<file path="src/adcd_pkg.sv">
// Constants and types shared by the serial command decoder.
// Behaviour
// - Command bits captured only on host serial clock.
// - Operations move one byte or two bytes.
// - Half-word commands force address bit zero low.
// - All-zero and unlisted commands do nothing.
// - Opcode 11000 clears bits marked one.
// - Opcode 11011 sets bits marked one.
// - Opcode 11001 returns sixteen bits next frame.
// - Opcode 01001 returns eight bits next frame.
// - Write sub-code 00 stores both bytes.
// - Write sub-code 01 stores upper byte only.
// - Write sub-code 10 stores lower byte only.
// - Commands execute at the select rising edge.
// - Short frame rejected as no operation.
// - Long frame uses last 32 bits shifted.
// - Frame start clears command register to zero.
// - Read data sits high, remaining bits zero.
`default_nettype none

package adcd_pkg;

   localparam int CMD_W = 32;
   localparam int CNT_W = 6;
   localparam int PIN_N = 3;

   // Positions inside the synchronised pin vector.
   localparam int PIN_SDI = 0;
   localparam int PIN_SCLK = 1;
   localparam int PIN_SEL = 2;

   // Command word fields.
   localparam int OPC_HI = 31;
   localparam int OPC_LO = 27;
   localparam int SUB_HI = 26;
   localparam int SUB_LO = 25;
   localparam int ADR_HI = 24;
   localparam int ADR_LO = 16;
   localparam int DAT_HI = 15;
   localparam int DAT_LO = 0;

   localparam logic [4:0] OPC_CLEAR = 5'h18;
   localparam logic [4:0] OPC_READ2 = 5'h19;
   localparam logic [4:0] OPC_READ1 = 5'h09;
   localparam logic [4:0] OPC_WRITE = 5'h1A;
   localparam logic [4:0] OPC_SET = 5'h1B;

   localparam logic [1:0] SUB_BOTH = 2'h0;
   localparam logic [1:0] SUB_UPPER = 2'h1;
   localparam logic [1:0] SUB_LOWER = 2'h2;

   localparam logic [1:0] LANE_BOTH = 2'h3;
   localparam logic [1:0] LANE_UPPER = 2'h2;
   localparam logic [1:0] LANE_LOWER = 2'h1;

   // Edge count of an optimal frame and the saturation point.
   localparam logic [CNT_W-1:0] CNT_FULL = 6'h20;
   localparam logic [CNT_W-1:0] CNT_SAT = 6'h21;

   // Values after reset and at frame start.
   localparam logic [CMD_W-1:0] CMD_RESET = 32'h0000_0000;
   localparam logic [CNT_W-1:0] CNT_RESET = 6'h00;
   localparam logic [15:0] HALF_RESET = 16'h0000;
   localparam logic [8:0] ADDR_RESET = 9'h000;
   localparam logic [CMD_W-1:0] WORD_RESET = 32'h0000_0000;
   localparam logic [PIN_N-1:0] PIN_RESET = 3'h0;

   typedef enum logic [2:0] {
      KIND_NOP = 3'b000,
      KIND_CLEAR = 3'b001,
      KIND_SET = 3'b010,
      KIND_WR_BOTH = 3'b011,
      KIND_WR_UPPER = 3'b100,
      KIND_WR_LOWER = 3'b101,
      KIND_READ2 = 3'b110,
      KIND_READ1 = 3'b111
   } adcd_kind_t;

   typedef enum logic [1:0] {
      ST_IDLE = 2'b00,
      ST_FRAME = 2'b01,
      ST_LOOK = 2'b10,
      ST_ISSUE = 2'b11
   } adcd_state_t;

endpackage : adcd_pkg

`default_nettype wire
</file>
<file path="src/adcd_cmd_decoder.sv">
// Serial command word decoder: frame capture, decode and register access.
`timescale 1ns/1ps
`default_nettype none

module adcd_cmd_decoder (
   input wire logic i_clk_sys,
   input wire logic i_rst_b,
   input wire logic i_sclk,
   input wire logic i_sdi,
   input wire logic i_convert_select_pin,
   input wire logic i_capture_on_fall,
   input wire logic [15:0] i_reg_rdata,
   output logic o_reg_we,
   output logic [8:0] o_reg_addr,
   output logic [15:0] o_reg_wdata,
   output logic [1:0] o_reg_wbe,
   output logic o_rd_valid,
   output logic [31:0] o_rd_word,
   output logic o_frame_active,
   output logic [5:0] o_sclk_count,
   output logic o_cmd_done
);

   logic [adcd_pkg::PIN_N-1:0] pin_raw;
   logic [adcd_pkg::PIN_N-1:0] pin_lvl;
   logic [adcd_pkg::PIN_N-1:0] pin_rise;
   logic [adcd_pkg::PIN_N-1:0] pin_fall;

   adcd_pkg::adcd_state_t state_q;
   logic [adcd_pkg::CMD_W-1:0] shift_q;
   logic [adcd_pkg::CMD_W-1:0] cmd_q;
   logic [adcd_pkg::CNT_W-1:0] cnt_q;
   logic [8:0] addr_q;
   logic [15:0] wdata_q;
   logic [1:0] wbe_q;
   logic we_q;
   logic rd_valid_q;
   logic [31:0] rd_word_q;
   logic done_q;

   logic capture;
   logic frame_open;
   logic frame_close;
   logic [adcd_pkg::CMD_W-1:0] frame_word;
   adcd_pkg::adcd_kind_t frame_kind;
   adcd_pkg::adcd_kind_t cmd_kind_now;
   logic [15:0] cmd_data;
   logic [1:0] lanes_now;

   // Maps a command word onto the action it asks for.
   function automatic adcd_pkg::adcd_kind_t cmd_kind(
      input logic [adcd_pkg::CMD_W-1:0] w
   );
      logic [4:0] opc;
      logic [1:0] sub;
      opc = w[adcd_pkg::OPC_HI:adcd_pkg::OPC_LO];
      sub = w[adcd_pkg::SUB_HI:adcd_pkg::SUB_LO];
      cmd_kind = adcd_pkg::KIND_NOP;
      unique case (opc)
         adcd_pkg::OPC_CLEAR: begin
            cmd_kind = adcd_pkg::KIND_CLEAR;
         end
         adcd_pkg::OPC_SET: begin
            cmd_kind = adcd_pkg::KIND_SET;
         end
         adcd_pkg::OPC_READ2: begin
            cmd_kind = adcd_pkg::KIND_READ2;
         end
         adcd_pkg::OPC_READ1: begin
            cmd_kind = adcd_pkg::KIND_READ1;
         end
         adcd_pkg::OPC_WRITE: begin
            // Sub-code 11 is not a listed write and falls to no operation.
            if (sub == adcd_pkg::SUB_BOTH) begin
               cmd_kind = adcd_pkg::KIND_WR_BOTH;
            end else if (sub == adcd_pkg::SUB_UPPER) begin
               cmd_kind = adcd_pkg::KIND_WR_UPPER;
            end else if (sub == adcd_pkg::SUB_LOWER) begin
               cmd_kind = adcd_pkg::KIND_WR_LOWER;
            end
         end
         default: begin
            cmd_kind = adcd_pkg::KIND_NOP;
         end
      endcase
   endfunction : cmd_kind

   // Byte lanes that a command writes; none for reads and no operation.
   function automatic logic [1:0] kind_lanes(
      input adcd_pkg::adcd_kind_t k
   );
      kind_lanes = 2'h0;
      unique case (k)
         adcd_pkg::KIND_CLEAR, adcd_pkg::KIND_SET,
         adcd_pkg::KIND_WR_BOTH: begin
            kind_lanes = adcd_pkg::LANE_BOTH;
         end
         adcd_pkg::KIND_WR_UPPER: begin
            kind_lanes = adcd_pkg::LANE_UPPER;
         end
         adcd_pkg::KIND_WR_LOWER: begin
            kind_lanes = adcd_pkg::LANE_LOWER;
         end
         adcd_pkg::KIND_READ2, adcd_pkg::KIND_READ1,
         adcd_pkg::KIND_NOP: begin
            kind_lanes = 2'h0;
         end
      endcase
   endfunction : kind_lanes

   // Serial pins are asynchronous to the system clock.
   assign pin_raw[adcd_pkg::PIN_SDI] = i_sdi;
   assign pin_raw[adcd_pkg::PIN_SCLK] = i_sclk;
   assign pin_raw[adcd_pkg::PIN_SEL] = i_convert_select_pin;

   adcd_pin_sync u_sync (
      .i_clk_sys(i_clk_sys),
      .i_rst_b(i_rst_b),
      .i_pin(pin_raw),
      .o_level(pin_lvl),
      .o_rise(pin_rise),
      .o_fall(pin_fall)
   );

   // Bits enter only on an edge of the host serial clock.
   assign capture = (state_q == adcd_pkg::ST_FRAME) &&
      (i_capture_on_fall ? pin_fall[adcd_pkg::PIN_SCLK]
                         : pin_rise[adcd_pkg::PIN_SCLK]);
   assign frame_open = (state_q == adcd_pkg::ST_IDLE) &&
      pin_fall[adcd_pkg::PIN_SEL];
   assign frame_close = (state_q == adcd_pkg::ST_FRAME) &&
      pin_rise[adcd_pkg::PIN_SEL];

   // A frame with fewer than 32 edges hands on an all-zero word.
   assign frame_word = (cnt_q >= adcd_pkg::CNT_FULL) ? shift_q
                                                    : adcd_pkg::CMD_RESET;
   assign frame_kind = cmd_kind(frame_word);
   assign cmd_kind_now = cmd_kind(cmd_q);
   assign cmd_data = cmd_q[adcd_pkg::DAT_HI:adcd_pkg::DAT_LO];
   assign lanes_now = kind_lanes(cmd_kind_now);

   // Frame sequencing.
   always_ff @(posedge i_clk_sys or negedge i_rst_b) begin
      if (!i_rst_b) begin
         state_q <= adcd_pkg::ST_IDLE;
      end else begin
         unique case (state_q)
            adcd_pkg::ST_IDLE: begin
               if (frame_open) begin
                  state_q <= adcd_pkg::ST_FRAME;
               end
            end
            adcd_pkg::ST_FRAME: begin
               if (frame_close) begin
                  state_q <= adcd_pkg::ST_LOOK;
               end
            end
            adcd_pkg::ST_LOOK: begin
               state_q <= adcd_pkg::ST_ISSUE;
            end
            adcd_pkg::ST_ISSUE: begin
               state_q <= adcd_pkg::ST_IDLE;
            end
         endcase
      end
   end

   // Input shift register; older bits fall off the top, the last 32 remain.
   always_ff @(posedge i_clk_sys or negedge i_rst_b) begin
      if (!i_rst_b) begin
         shift_q <= adcd_pkg::CMD_RESET;
      end else if (frame_open) begin
         shift_q <= adcd_pkg::CMD_RESET;
      end else if (capture) begin
         shift_q <= {shift_q[adcd_pkg::CMD_W-2:0],
                     pin_lvl[adcd_pkg::PIN_SDI]};
      end
   end

   // Capture edge counter, held at its saturation value in long frames.
   always_ff @(posedge i_clk_sys or negedge i_rst_b) begin
      if (!i_rst_b) begin
         cnt_q <= adcd_pkg::CNT_RESET;
      end else if (frame_open) begin
         cnt_q <= adcd_pkg::CNT_RESET;
      end else if (capture && (cnt_q != adcd_pkg::CNT_SAT)) begin
         cnt_q <= cnt_q + 6'h01;
      end
   end

   // Command register, emptied at each frame start.
   always_ff @(posedge i_clk_sys or negedge i_rst_b) begin
      if (!i_rst_b) begin
         cmd_q <= adcd_pkg::CMD_RESET;
      end else if (frame_open) begin
         cmd_q <= adcd_pkg::CMD_RESET;
      end else if (frame_close) begin
         cmd_q <= frame_word;
      end
   end

   // Register address of the command that the frame delivered.
   always_ff @(posedge i_clk_sys or negedge i_rst_b) begin
      if (!i_rst_b) begin
         addr_q <= adcd_pkg::ADDR_RESET;
      end else if (frame_close) begin
         if (frame_kind == adcd_pkg::KIND_READ1) begin
            addr_q <= frame_word[adcd_pkg::ADR_HI:adcd_pkg::ADR_LO];
         end else begin
            // Pair commands act on the even address of the pair.
            addr_q <= {frame_word[adcd_pkg::ADR_HI:adcd_pkg::ADR_LO+1],
                       1'b0};
         end
      end
   end

   // Strobe for any command that writes at least one byte lane.
   always_ff @(posedge i_clk_sys or negedge i_rst_b) begin
      if (!i_rst_b) begin
         we_q <= 1'b0;
      end else begin
         we_q <= (state_q == adcd_pkg::ST_LOOK) &&
            (lanes_now != 2'h0);
      end
   end

   // Byte lanes of the write now being issued.
   always_ff @(posedge i_clk_sys or negedge i_rst_b) begin
      if (!i_rst_b) begin
         wbe_q <= 2'h0;
      end else if ((state_q == adcd_pkg::ST_LOOK) &&
                   (lanes_now != 2'h0)) begin
         wbe_q <= lanes_now;
      end
   end

   // Write data; the map presents the addressed pair while in look.
   always_ff @(posedge i_clk_sys or negedge i_rst_b) begin
      if (!i_rst_b) begin
         wdata_q <= adcd_pkg::HALF_RESET;
      end else if (state_q == adcd_pkg::ST_LOOK) begin
         if (cmd_kind_now == adcd_pkg::KIND_CLEAR) begin
            wdata_q <= i_reg_rdata & ~cmd_data;
         end else if (cmd_kind_now == adcd_pkg::KIND_SET) begin
            wdata_q <= i_reg_rdata | cmd_data;
         end else if (lanes_now != 2'h0) begin
            wdata_q <= cmd_data;
         end
      end
   end

   // Marks the following frame's output word as register data.
   always_ff @(posedge i_clk_sys or negedge i_rst_b) begin
      if (!i_rst_b) begin
         rd_valid_q <= 1'b0;
      end else if (state_q == adcd_pkg::ST_LOOK) begin
         rd_valid_q <= (cmd_kind_now == adcd_pkg::KIND_READ2) ||
            (cmd_kind_now == adcd_pkg::KIND_READ1);
      end
   end

   // Output word for the following frame, set by this frame's command.
   always_ff @(posedge i_clk_sys or negedge i_rst_b) begin
      if (!i_rst_b) begin
         rd_word_q <= adcd_pkg::WORD_RESET;
      end else if (state_q == adcd_pkg::ST_LOOK) begin
         if (cmd_kind_now == adcd_pkg::KIND_READ2) begin
            rd_word_q <= {i_reg_rdata, 16'h0000};
         end else if (cmd_kind_now == adcd_pkg::KIND_READ1) begin
            // An odd address selects the upper byte of the pair.
            rd_word_q <= {(addr_q[0] ? i_reg_rdata[15:8]
                                     : i_reg_rdata[7:0]),
                          24'h00_0000};
         end else begin
            rd_word_q <= adcd_pkg::WORD_RESET;
         end
      end
   end

   // One-cycle completion strobe, aligned with the write strobe.
   always_ff @(posedge i_clk_sys or negedge i_rst_b) begin
      if (!i_rst_b) begin
         done_q <= 1'b0;
      end else begin
         done_q <= (state_q == adcd_pkg::ST_LOOK);
      end
   end

   assign o_reg_we = we_q;
   assign o_reg_addr = addr_q;
   assign o_reg_wdata = wdata_q;
   assign o_reg_wbe = wbe_q;
   assign o_rd_valid = rd_valid_q;
   assign o_rd_word = rd_word_q;
   assign o_frame_active = (state_q == adcd_pkg::ST_FRAME);
   assign o_sclk_count = cnt_q;
   assign o_cmd_done = done_q;

endmodule : adcd_cmd_decoder

`default_nettype wire

</file>
<file path="src/adcd_pin_sync.sv">
// Three-stage synchroniser with filtered level and edge pulses per pin.
`timescale 1ns/1ps
`default_nettype none

module adcd_pin_sync (
   input wire logic i_clk_sys,
   input wire logic i_rst_b,
   input wire logic [adcd_pkg::PIN_N-1:0] i_pin,
   output logic [adcd_pkg::PIN_N-1:0] o_level,
   output logic [adcd_pkg::PIN_N-1:0] o_rise,
   output logic [adcd_pkg::PIN_N-1:0] o_fall
);

   logic [adcd_pkg::PIN_N-1:0] s1_q;
   logic [adcd_pkg::PIN_N-1:0] s2_q;
   logic [adcd_pkg::PIN_N-1:0] s3_q;
   logic [adcd_pkg::PIN_N-1:0] lvl_q;
   logic [adcd_pkg::PIN_N-1:0] rise_q;
   logic [adcd_pkg::PIN_N-1:0] fall_q;

   genvar g;
   generate
      for (g = 0; g < adcd_pkg::PIN_N; g++) begin : g_pin
         always_ff @(posedge i_clk_sys or negedge i_rst_b) begin
            if (!i_rst_b) begin
               s1_q[g] <= 1'b0;
               s2_q[g] <= 1'b0;
               s3_q[g] <= 1'b0;
               lvl_q[g] <= 1'b0;
               rise_q[g] <= 1'b0;
               fall_q[g] <= 1'b0;
            end else begin
               s1_q[g] <= i_pin[g];
               s2_q[g] <= s1_q[g];
               s3_q[g] <= s2_q[g];
               // A change counts only once stages two and three agree.
               if (s2_q[g] == s3_q[g]) begin
                  lvl_q[g] <= s3_q[g];
               end
               rise_q[g] <= (s2_q[g] == s3_q[g]) && s3_q[g] && !lvl_q[g];
               fall_q[g] <= (s2_q[g] == s3_q[g]) && !s3_q[g] && lvl_q[g];
            end
         end
      end
   endgenerate

   assign o_level = lvl_q;
   assign o_rise = rise_q;
   assign o_fall = fall_q;

endmodule : adcd_pin_sync

`default_nettype wire

</file>
<file path="config.mk">
export PLATFORM = sky130hd
export DESIGN_NAME = adcd_cmd_decoder
export DESIGN_NICKNAME = d
export VERILOG_FILES = /design/src/adcd_pkg.sv /design/src/adcd_cmd_decoder.sv /design/src/adcd_pin_sync.sv
export SDC_FILE = /design/constraint.sdc
export NUM_CORES = 1
export LEC_CHECK = 0
export ABC_AREA = 1
export BUFFER_PORTS_ARGS = -buffer_cell sky130_fd_sc_hd__buf_2
export CELL_PAD_IN_SITES_DETAIL_PLACEMENT = 1
export CELL_PAD_IN_SITES_GLOBAL_PLACEMENT = 1
export CORE_UTILIZATION = 30
export CTS_CLUSTER_DIAMETER = 200
export DETAILED_ROUTE_END_ITERATION = 10
export PLACE_DENSITY_LB_ADDON = 0.05
export SLEW_MARGIN = 20
export SYNTH_ARGS = -nofsm -noshare
export SYNTH_HDL_FRONTEND = slang
export SYNTH_SLANG_ARGS = --single-unit
</file>
<file path="constraint.sdc">
create_clock -name i_clk_sys -period 2.4 [get_ports i_clk_sys]
set_input_delay 0.24 -clock i_clk_sys [delete_from_list [all_inputs] [get_ports i_clk_sys]]
set_output_delay 0.24 -clock i_clk_sys [all_outputs]
set_load 0.05 [all_outputs]
</file>
==> impl_metrics.ini, run 1 <==
[outcome]
status = complete, no violations

[sta]
finalMaxSlewViolations = 0
timing_hold_violations_final = 0
fmax_mhz = 477
fin_skew_ns = 0.00886
setup_slack_ns = 0.304
rsz0062_at_grt = false
tns_ns = 0
period_share_pct = 87.3
tightestPinTransition_ns = 0.744
fin_crit_ns = 2.10
slew_headroom_pct = 50.4
hold_ws_ns = 0.147
setup_violations = 0

[worst_setup_path]
cp-start-kind = register
crit_family = simple AND/OR/NAND/NOR gates
reg2regPathDepth = 10
crit_required_ns = 2.76
worstPathMaxFanout = 19
crit_slowest_cell = dfrtp_1
critPathMostFrequentCell = nand2_1
critical_path_depth = 10
crit_chain = inv_1 > ha_1 > or2_2 > nand2_1 > nand2_1 > nor2_1 > nand2_2 > nand3_4 > nand2_1 > nand2_1
slowest_delay_ns = 0.32
cp_data_arrival_time_ns = 2.46
crit_type = register to register
end_kind = register
reg2reg_from = cmd_q[25]
cp_num_buf_inv = 1
crit_start = cmd_q[25]

[global_routing]
antenna_found_initial = 0
grt_max_degree = 55
grt_pass1_wl_um = 27900
track_usage_pct = 17.9
grt_pass1_vias = 5168
grt-ovfl-total = 0

[place]
dp_hpwl_um = 12400
placed_cell_area_mm2 = 0.00665
place.port_buffers = 74
dpl_worst_slack_ns = 0.305
gp_congestion = 0.819

[die]
fp.dieH_um = 143
rows = 51
ios = 91
start_util_pct = 30.6
dieArea_mm2 = 0.0204
coreArea_mm2 = 0.0195
die_w_um = 143

[drt]
vias = 4970
dr.pass1.iters = 4
avgViaCountPerCell = 4.72
remaining_drc_errors = 0
ant_nets = 0
wirelength_um = 16800
drt_iter0_drc = 202
wl_per_cell_um = 16.0

[final_layout]
drive_above_1_share_pct = 18.0
final_cell_mix = nand2_1 (139), dfrtp_1 (125), inv_1 (99)
fin_area_mm2 = 0.00728
layout_commonest_cell = nand2_1
area_growth_pct = 22.2
diodes = 0
nets = 812

[synth]
ys_seq_area_share_pct = 52.5
yosysWarnings = 0
synthArstFlopShare_pct = 100
synthDistinctLibCells = 33
synth_flop_cell = dfrtp_1
post_synth_xor_area_fraction_pct = 0.147
synth_adder_area_share_pct = 3.11
synth_compound_area_share_pct = 13.0
yosys.area_share.simple_pct = 20.3
synth-seq-cells = 125
synth_cells = 689
muxShareOfSynthArea_pct = 0
synth_edf_count = 0
synth_top_family_by_area = simple AND/OR/NAND/NOR gates
syn_area_mm2 = 0.00596
synth_area_per_cell_um2 = 8.65

[hold_path]
min-delay-start = i_reg_rdata[9]
hold_class = input port to register
hold_depth = 3

[clock_tree]
htreeDepth = 4
numCtsBuffers = 17
cts_sinks = 125
cts_root_buf = clkbuf_16
cts.clk_slew.worst_paths_ns = 0.06
clk_latency_ns = 0.42
post_cts_resize_count = 0
cts_tree = yes
clockBufferDepth = 2

[power_and_ir_drop]
power.total_mw = 6.18
peakVddDrop_mv = 0.490
leakagePower_nw = 3.45
powerDensity_mw_per_mm2 = 848

[run]
drv_cap = 0
[worst paths after layout]
| path | to | slack, ns |
|---|---|---|
| max in group asynchronous | state_q[1] | 1.32 |
| worst min-delay path | o_rd_word[25] | 0.15 |
| worst min register to register | u_sync.s2_q[0] | 0.35 |
| min in group asynchronous | o_rd_word[18] | 0.42 |
| worst max register to register | o_reg_wdata[14] | 0.30 |
| worst max-delay path | o_reg_wdata[14] | 0.30 |
[cell type report]
class | instances | area, um2
Clock buffer | 17 | 425
Clock inverter | 15 | 164
Fill cell | 2338 | 12200
Inverter | 104 | 390
Multi-Input combinational cell | 427 | 2230
Sequential cell | 125 | 3130
Tap cell | 265 | 332
Timing Repair Buffer | 101 | 611
[Yosys cell counts (3+ instances only)]
cell type	number	area [um2]
dfrtp_1	125	3130
a21oi_1	6	30.0
nor2_1	44	165
o31ai_1	19	143
buf_4	16	120
nand4_1	35	219
a31oi_1	9	56.3
nand2_2	3	18.8
inv_1	99	372
nand2_1	139	522
o21ai_0	63	315
ha_1	14	175
o22ai_1	6	37.5
buf_2	8	40.0
clkbuf_1	21	78.8
nand3_1	43	215
o32ai_1	17	149
inv_2	3	11.3
[repair_timing]
item                                    4_1_cts  5_1_grt
buffers inserted                              0        0
endpoints found under the hold margin        54        0
hold buffers                                  4        0
endpoints found under the setup margin        0        0
[per-stage QoR]
step | util (%) | instances
5_1_grt | 37.4 | 1054
6_report | 37.4 | 1054
3_3_place_gp | 34.2 | 1018
2_1_floorplan | - | 704
3_5_place_dp | 34.2 | 1018
4_1_cts | 37.4 | 1054
[flip-flops by register name, indices dropped and copies added, names as in the netlist]
signal	cells
cmd_q	23
o_cmd_done	1
o_rd_valid	1
o_rd_word	16
o_reg_addr	9
o_reg_wbe	2
o_reg_wdata	16
o_reg_we	1
o_sclk_count	6
shift_q	32
state_q	2
u_sync.o_fall	2
u_sync.o_level	3
u_sync.o_rise	2
u_sync.s1_q	3
u_sync.s2_q	3
u_sync.s3_q	3
[worst register-to-register path: stages, from the launching register on]
cell and delay [ns]:
dfrtp_1 0.32, inv_1 0.07, ha_1 0.21, or2_2 0.29
nand2_1 0.07, nand2_1 0.17, nor2_1 0.18, nand2_2 0.26
nand3_4 0.31, nand2_1 0.09, nand2_1 0.06
[report_power, final]
part | internal, mW | switching [mW]
Clock | 1.54 | 1.02
Sequential | 2.26 | 0.0841
Combinational | 0.301 | 0.965
Total | 4.11 | 2.07
[logic make-up after synthesis]
| family | count (synthesis) |
|---|---|
| and+or+nand+nor | 271 |
| buffers and inverters | 152 |
| DFF | 125 |
| AOI/OAI and AO/OA | 124 |
| adders and majority gates | 15 |
| xor gates and xnor gates | 1 |
| other | 1 |
[metal layers]
layer	up-vias	GRT usage (%)	part of all wire, %
met3	20	3.35	3.5
met2	93	29.7	48
met4	0	7.64	2.2
met5	-	0	0
met1	2429	22.7	47
li1	2428	-	-
(Power assumes the default switching activity.)
==> inputs of run 2 (changes only) <==
--- a/config.mk
+++ b/config.mk
@@ -5,7 +5,6 @@
 export SDC_FILE = /design/constraint.sdc
 export NUM_CORES = 1
 export LEC_CHECK = 0
-export ABC_AREA = 1
 export BUFFER_PORTS_ARGS = -buffer_cell sky130_fd_sc_hd__buf_2
 export CELL_PAD_IN_SITES_DETAIL_PLACEMENT = 1
 export CELL_PAD_IN_SITES_GLOBAL_PLACEMENT = 1
==> impl_metrics.ini, run 2 <==
[outcome]
status = complete, no violations

[place]
dp_hpwl_um = 11200
dpl_worst_slack_ns = 0.227
place.port_buffers = 74
gp_congestion = 0.755
placed_cell_area_mm2 = 0.00686

[sta]
setup_slack_ns = 0.248
fin_crit_ns = 2.15
slew_headroom_pct = 50.9
fmax_mhz = 465
finalMaxSlewViolations = 0
tns_ns = 0
rsz0062_at_grt = false
tightestPinTransition_ns = 0.727
setup_violations = 0
period_share_pct = 89.7
fin_skew_ns = 0.00922
hold_ws_ns = 0.0743
timing_hold_violations_final = 0

[final_layout]
final_cell_mix = dfrtp_1 (125), nand2_1 (122), a21oi_1 (107)
diodes = 0
area_growth_pct = 19.8
largest_register_ffs = 32
layout_commonest_cell = dfrtp_1
regMostFlops = shift_q
nets = 767
n_fill_cell = 2335
reg.largest.list = shift_q x32, cmd_q x23
fin_area_mm2 = 0.00749
drive_above_1_share_pct = 20.6

[worst_setup_path]
crit_type = register to register
worstPathMaxFanout = 16
end_kind = register
cp_data_arrival_time_ns = 2.52
cp-start-kind = register
reg2regPathDepth = 7
crit_required_ns = 2.76

[clock_tree]
cts_tree = yes
clk_latency_ns = 0.42
cts_root_buf = clkbuf_16
numCtsBuffers = 17
cts.clk_slew.worst_paths_ns = 0.06
htreeDepth = 4
cts_setup_buffers = 0
cts_sinks = 125
clockBufferDepth = 2

[synth]
synth_cells = 666
synth_flop_cell = dfrtp_1
ys_seq_area_share_pct = 50.0
yosysTopAreaCellShare_pct = 50.0
yosysWarnings = 0
synth_edf_count = 0
synth-seq-cells = 125
synth_most_common_cell = dfrtp_1
synth_area_per_cell_um2 = 9.39
yosysTopAreaCell = dfrtp_1
syn_area_mm2 = 0.00625
ys_top_cells_by_count = dfrtp_1 (125), nand2_1 (122), a21oi_1 (107)
synthDistinctLibCells = 51
synthArstFlopShare_pct = 100
synth_area_leaders = dfrtp_1 (50%), a21oi_1 (8.6%), nand2_1 (7.3%), nand3_1 (3.8%), nand3b_1 (3.8%)

[run]
drv_cap = 0

[hold_path]
hold_depth = 3
hold_class = input port to register

[global_routing]
grt_max_degree = 70
antenna_found_initial = 0
grt_pass1_wl_um = 28300
grt-ovfl-total = 0
track_usage_pct = 16.7
grt_pass1_vias = 5188

[die]
rows = 52
start_util_pct = 30.7
fp.dieH_um = 146
die_w_um = 146
dieArea_mm2 = 0.0214
ios = 91
coreArea_mm2 = 0.0204

[power_and_ir_drop]
powerDensity_mw_per_mm2 = 751
leakagePower_nw = 3.42
peakVddDrop_mv = 0.447

[drt]
avgViaCountPerCell = 4.89
ant_nets = 0
wl_per_cell_um = 16.5
vias = 4963
wirelength_um = 16800
drt_iter0_drc = 246
dr.pass1.iters = 4
remaining_drc_errors = 0
[run 2: changes by cell type after synthesis, sizes merged, moves of 20 or more]
| cell | change |
|---|---|
| a21oi | +101 |
| inv | -80 |
| o21ai | -51 |
| nor2 | -40 |
| nand3b | +32 |
| nand4 | -32 |
| nand2 | -20 |
[run 2: through the flow]
step                      instances  total power, mW  util (%)
after floorplan                 681             2.85         -
final                          1014             5.63      36.8
after global placement          978             3.08      33.7
after CTS                      1014             5.75      36.8
after detailed placement        978             3.10      33.7
after global routing           1014             5.91      36.8
[run 2: final cells by class]
class / count / area, um2 / share of cell area, %
sequential: 125 / 3130 / 41.8
tap: 270 / 338 / 4.51
clock buffer: 17 / 425 / 5.68
timing repair buffer: 95 / 591 / 7.88
inverter: 22 / 82.6 / 1.10
multi-input combinational: 470 / 2760 / 36.9
clock inverter: 15 / 164 / 2.19
[run 2: final timing paths]
path,from,end,slack [ns]
worst max-delay path,cmd_q[25],o_reg_wdata[10],0.25
worst min-delay path,i_reg_rdata[1],o_rd_word[17],0.07
worst max register to register,cmd_q[25],o_reg_wdata[10],0.25
worst min register to register,u_sync.s1_q[2],u_sync.s2_q[2],0.35
max in group asynchronous,i_rst_b,shift_q[12],1.33
min in group asynchronous,i_rst_b,o_rd_word[17],0.29
[run 2: logic make-up after synthesis]
group / after synthesis / synth area share (%)
and+or+nand+nor: 278 / 23.2
AOI/OAI and AO/OA: 138 / 12.6
DFF: 125 / 50.0
buffers and inverters: 86 / 6.70
muxes: 19 / 3.88
adders and majority gates: 15 / 2.96
xor gates and xnor gates: 4 / 0.560
other: 1 / 0.0600
[run 2: worst max-delay path, stage by stage (launching register included)]
cell	delay (ns)
dfrtp_1	0.35
inv_1	0.07
ha_1	0.33
or3b_2	0.67
nand3b_1	0.17
a21oi_1	0.08
nor3_1	0.25
mux2_4	0.18
[run 2: per-layer routing]
layer | up-vias | track usage [%] | wire length [um]
met4 | 0 | 5.99 | 275
met3 | 19 | 3.09 | 496
met2 | 81 | 27.0 | 7960
li1 | 2375 | - | -
met5 | - | 0 | 0
met1 | 2488 | 22.4 | 8030
[run 2: where the power goes]
| group | switching (mW) | total, mW | internal [mW] |
|---|---|---|---|
| clock | 1.03 | 2.58 | 1.55 |
| combinational | 0.572 | 0.773 | 0.201 |
| sequential | 0.0778 | 2.28 | 2.20 |
| total | 1.68 | 5.63 | 3.95 |
[run 2: what timing repair did]
| item | CTS | global route |
|---|---|---|
| hold endpoints to repair | 28 | 0 |
| gates resized for setup | 0 | 0 |
| hold buffers | 4 | 0 |
==> inputs of run 3 (changes only) <==
--- a/config.mk
+++ b/config.mk
@@ -5,7 +5,7 @@
 export SDC_FILE = /design/constraint.sdc
 export NUM_CORES = 1
 export LEC_CHECK = 0
-export BUFFER_PORTS_ARGS = -buffer_cell sky130_fd_sc_hd__buf_2
+export BUFFER_PORTS_ARGS = -buffer_cell sky130_fd_sc_hd__buf_4
 export CELL_PAD_IN_SITES_DETAIL_PLACEMENT = 1
 export CELL_PAD_IN_SITES_GLOBAL_PLACEMENT = 1
 export CORE_UTILIZATION = 30
@@ -15,4 +15,5 @@
 export SLEW_MARGIN = 20
 export SYNTH_ARGS = -nofsm -noshare
 export SYNTH_HDL_FRONTEND = slang
+export SYNTH_HIERARCHICAL = 1
 export SYNTH_SLANG_ARGS = --single-unit
==> impl_metrics.ini, run 3 <==
[final_layout]
area_growth_pct = 22.5
regMostFlops = shift_q
layout.area.seq_mm2 = 0.00313
layout_commonest_cell = dfrtp_1
multi_input_area_mm2 = 0.00280
diodes = 0
nets = 770
n_fill_cell = 2333
reg.largest.list = shift_q x32, cmd_q x23
drive_above_1_share_pct = 21.0
final_cell_mix = dfrtp_1 (125), nand2_1 (122), a21oi_1 (106)
fin_area_mm2 = 0.00771
largest_register_ffs = 32

[sta]
slew_headroom_pct = 54.1
period_share_pct = 92.4
fin_crit_ns = 2.22
setup_violations = 0
rsz0062_at_grt = false
finalMaxSlewViolations = 0
timing_hold_violations_final = 0
fmax_mhz = 451
fin_skew_ns = 0.00992
tightestPinTransition_ns = 0.688
tns_ns = 0

[global_routing]
grt_pass1_vias = 5223
grt_max_degree = 62
antenna_found_initial = 0
grt_pass1_wl_um = 28400
grt-ovfl-total = 0
track_usage_pct = 16.9

[drt]
drt_iter0_drc = 229
ant_nets = 0
dr.pass1.iters = 6
remaining_drc_errors = 0
wl_per_cell_um = 17.0
avgViaCountPerCell = 4.96
wirelength_um = 17300
vias = 5038

[worst_setup_path]
cp_data_arrival_time_ns = 2.58
reg2reg_setup_slack_ns = 0.18
cp-start-kind = register
worstPathMaxFanout = 16
crit_type = register to register
crit_required_ns = 2.76
end_kind = register

[power_and_ir_drop]
leakagePower_nw = 3.46
peakVddDrop_mv = 0.460
powerDensity_mw_per_mm2 = 734
power.total_mw = 5.66

[die]
coreArea_mm2 = 0.0204
fp.dieH_um = 147
die_w_um = 147
start_util_pct = 30.8
dieArea_mm2 = 0.0216
ios = 91
rows = 52

[synth]
syn_area_mm2 = 0.00629
yosysWarnings = 6
synth_area_per_cell_um2 = 9.42
synth_cells = 668

[clock_tree]
cts_tree = yes
cts.clk_slew.worst_paths_ns = 0.06
cts_setup_buffers = 0
post_cts_resize_count = 0
hold_buffers = 4
htreeDepth = 4
numCtsBuffers = 17
cts_sinks = 125
clockBufferDepth = 2
cts_root_buf = clkbuf_16
clk_latency_ns = 0.42

[place]
dp_hpwl_um = 11600
placed_cell_area_mm2 = 0.00709
place.port_buffers = 74
gp_congestion = 0.751

[outcome]
status = complete, no violations

[run]
drv_cap = 0

[hold_path]
hold_class = input port to register
## run 3: final timing paths
| check | startpoint | depth (start not counted) | endpoint |
|---|---|---|---|
| max | cmd_q[25] | 7 | o_reg_wdata[4] |
| min | i_reg_rdata[15] | 2 | o_rd_word[31] |
| max reg2reg | cmd_q[25] | 7 | o_reg_wdata[4] |
| min reg2reg | u_sync/s1_q[0] | 0 | u_sync/s2_q[0] |
| max in group asynchronous | i_rst_b | 3 | cmd_q[10] |
| min in group asynchronous | i_rst_b | 2 | o_rd_word[19] |
## run 3: critical path, stage by stage (launching register included)
cell	delay, ns
dfrtp_1	0.34
inv_1	0.07
ha_1	0.34
or3b_2	0.66
nand3b_1	0.16
a21oi_1	0.08
nor3_1	0.29
mux2_2	0.20
## run 3: through the flow
step	utilization (%)	hold WS [ns]	setup WS [ns]	instances
after floorplan	-	-0.0556	0.202	683
after detailed placement	34.7	0.332	0.189	980
after global placement	34.7	0.329	0.294	980
after CTS	37.7	0.0421	0.177	1016
after global routing	37.7	0.0499	0.0679	1016
final	37.7	0.0670	0.183	1016
## run 3: where the power goes
part           internal, mW  switching (mW)  total, mW
Sequential             2.20          0.0778       2.28
Clock                  1.46            1.10       2.56
Combinational         0.251           0.573      0.824
Total                  3.91            1.75       5.66
## run 3: layer usage
layer  up-vias  share of wire [%]  routed length [um]  global-route usage (%)
met5         -                  0                   0                       0
met4         0                1.8                 306                    6.41
met3        23                4.1                 707                    3.42
met2       106                 48                8360                    28.2
met1      2534                 46                7910                    21.6
li1       2375                  -                   -                       -
## run 3: cell type report
| type | instances | share of cell area (%) |
|---|---|---|
| Clock buffer | 17 | 5.52 |
| Tap cell | 270 | 4.38 |
| Sequential cell | 125 | 40.6 |
| Clock inverter | 15 | 1.98 |
| Timing Repair Buffer | 95 | 10.0 |
| Multi-Input combinational cell | 471 | 36.4 |
| Inverter | 23 | 1.12 |
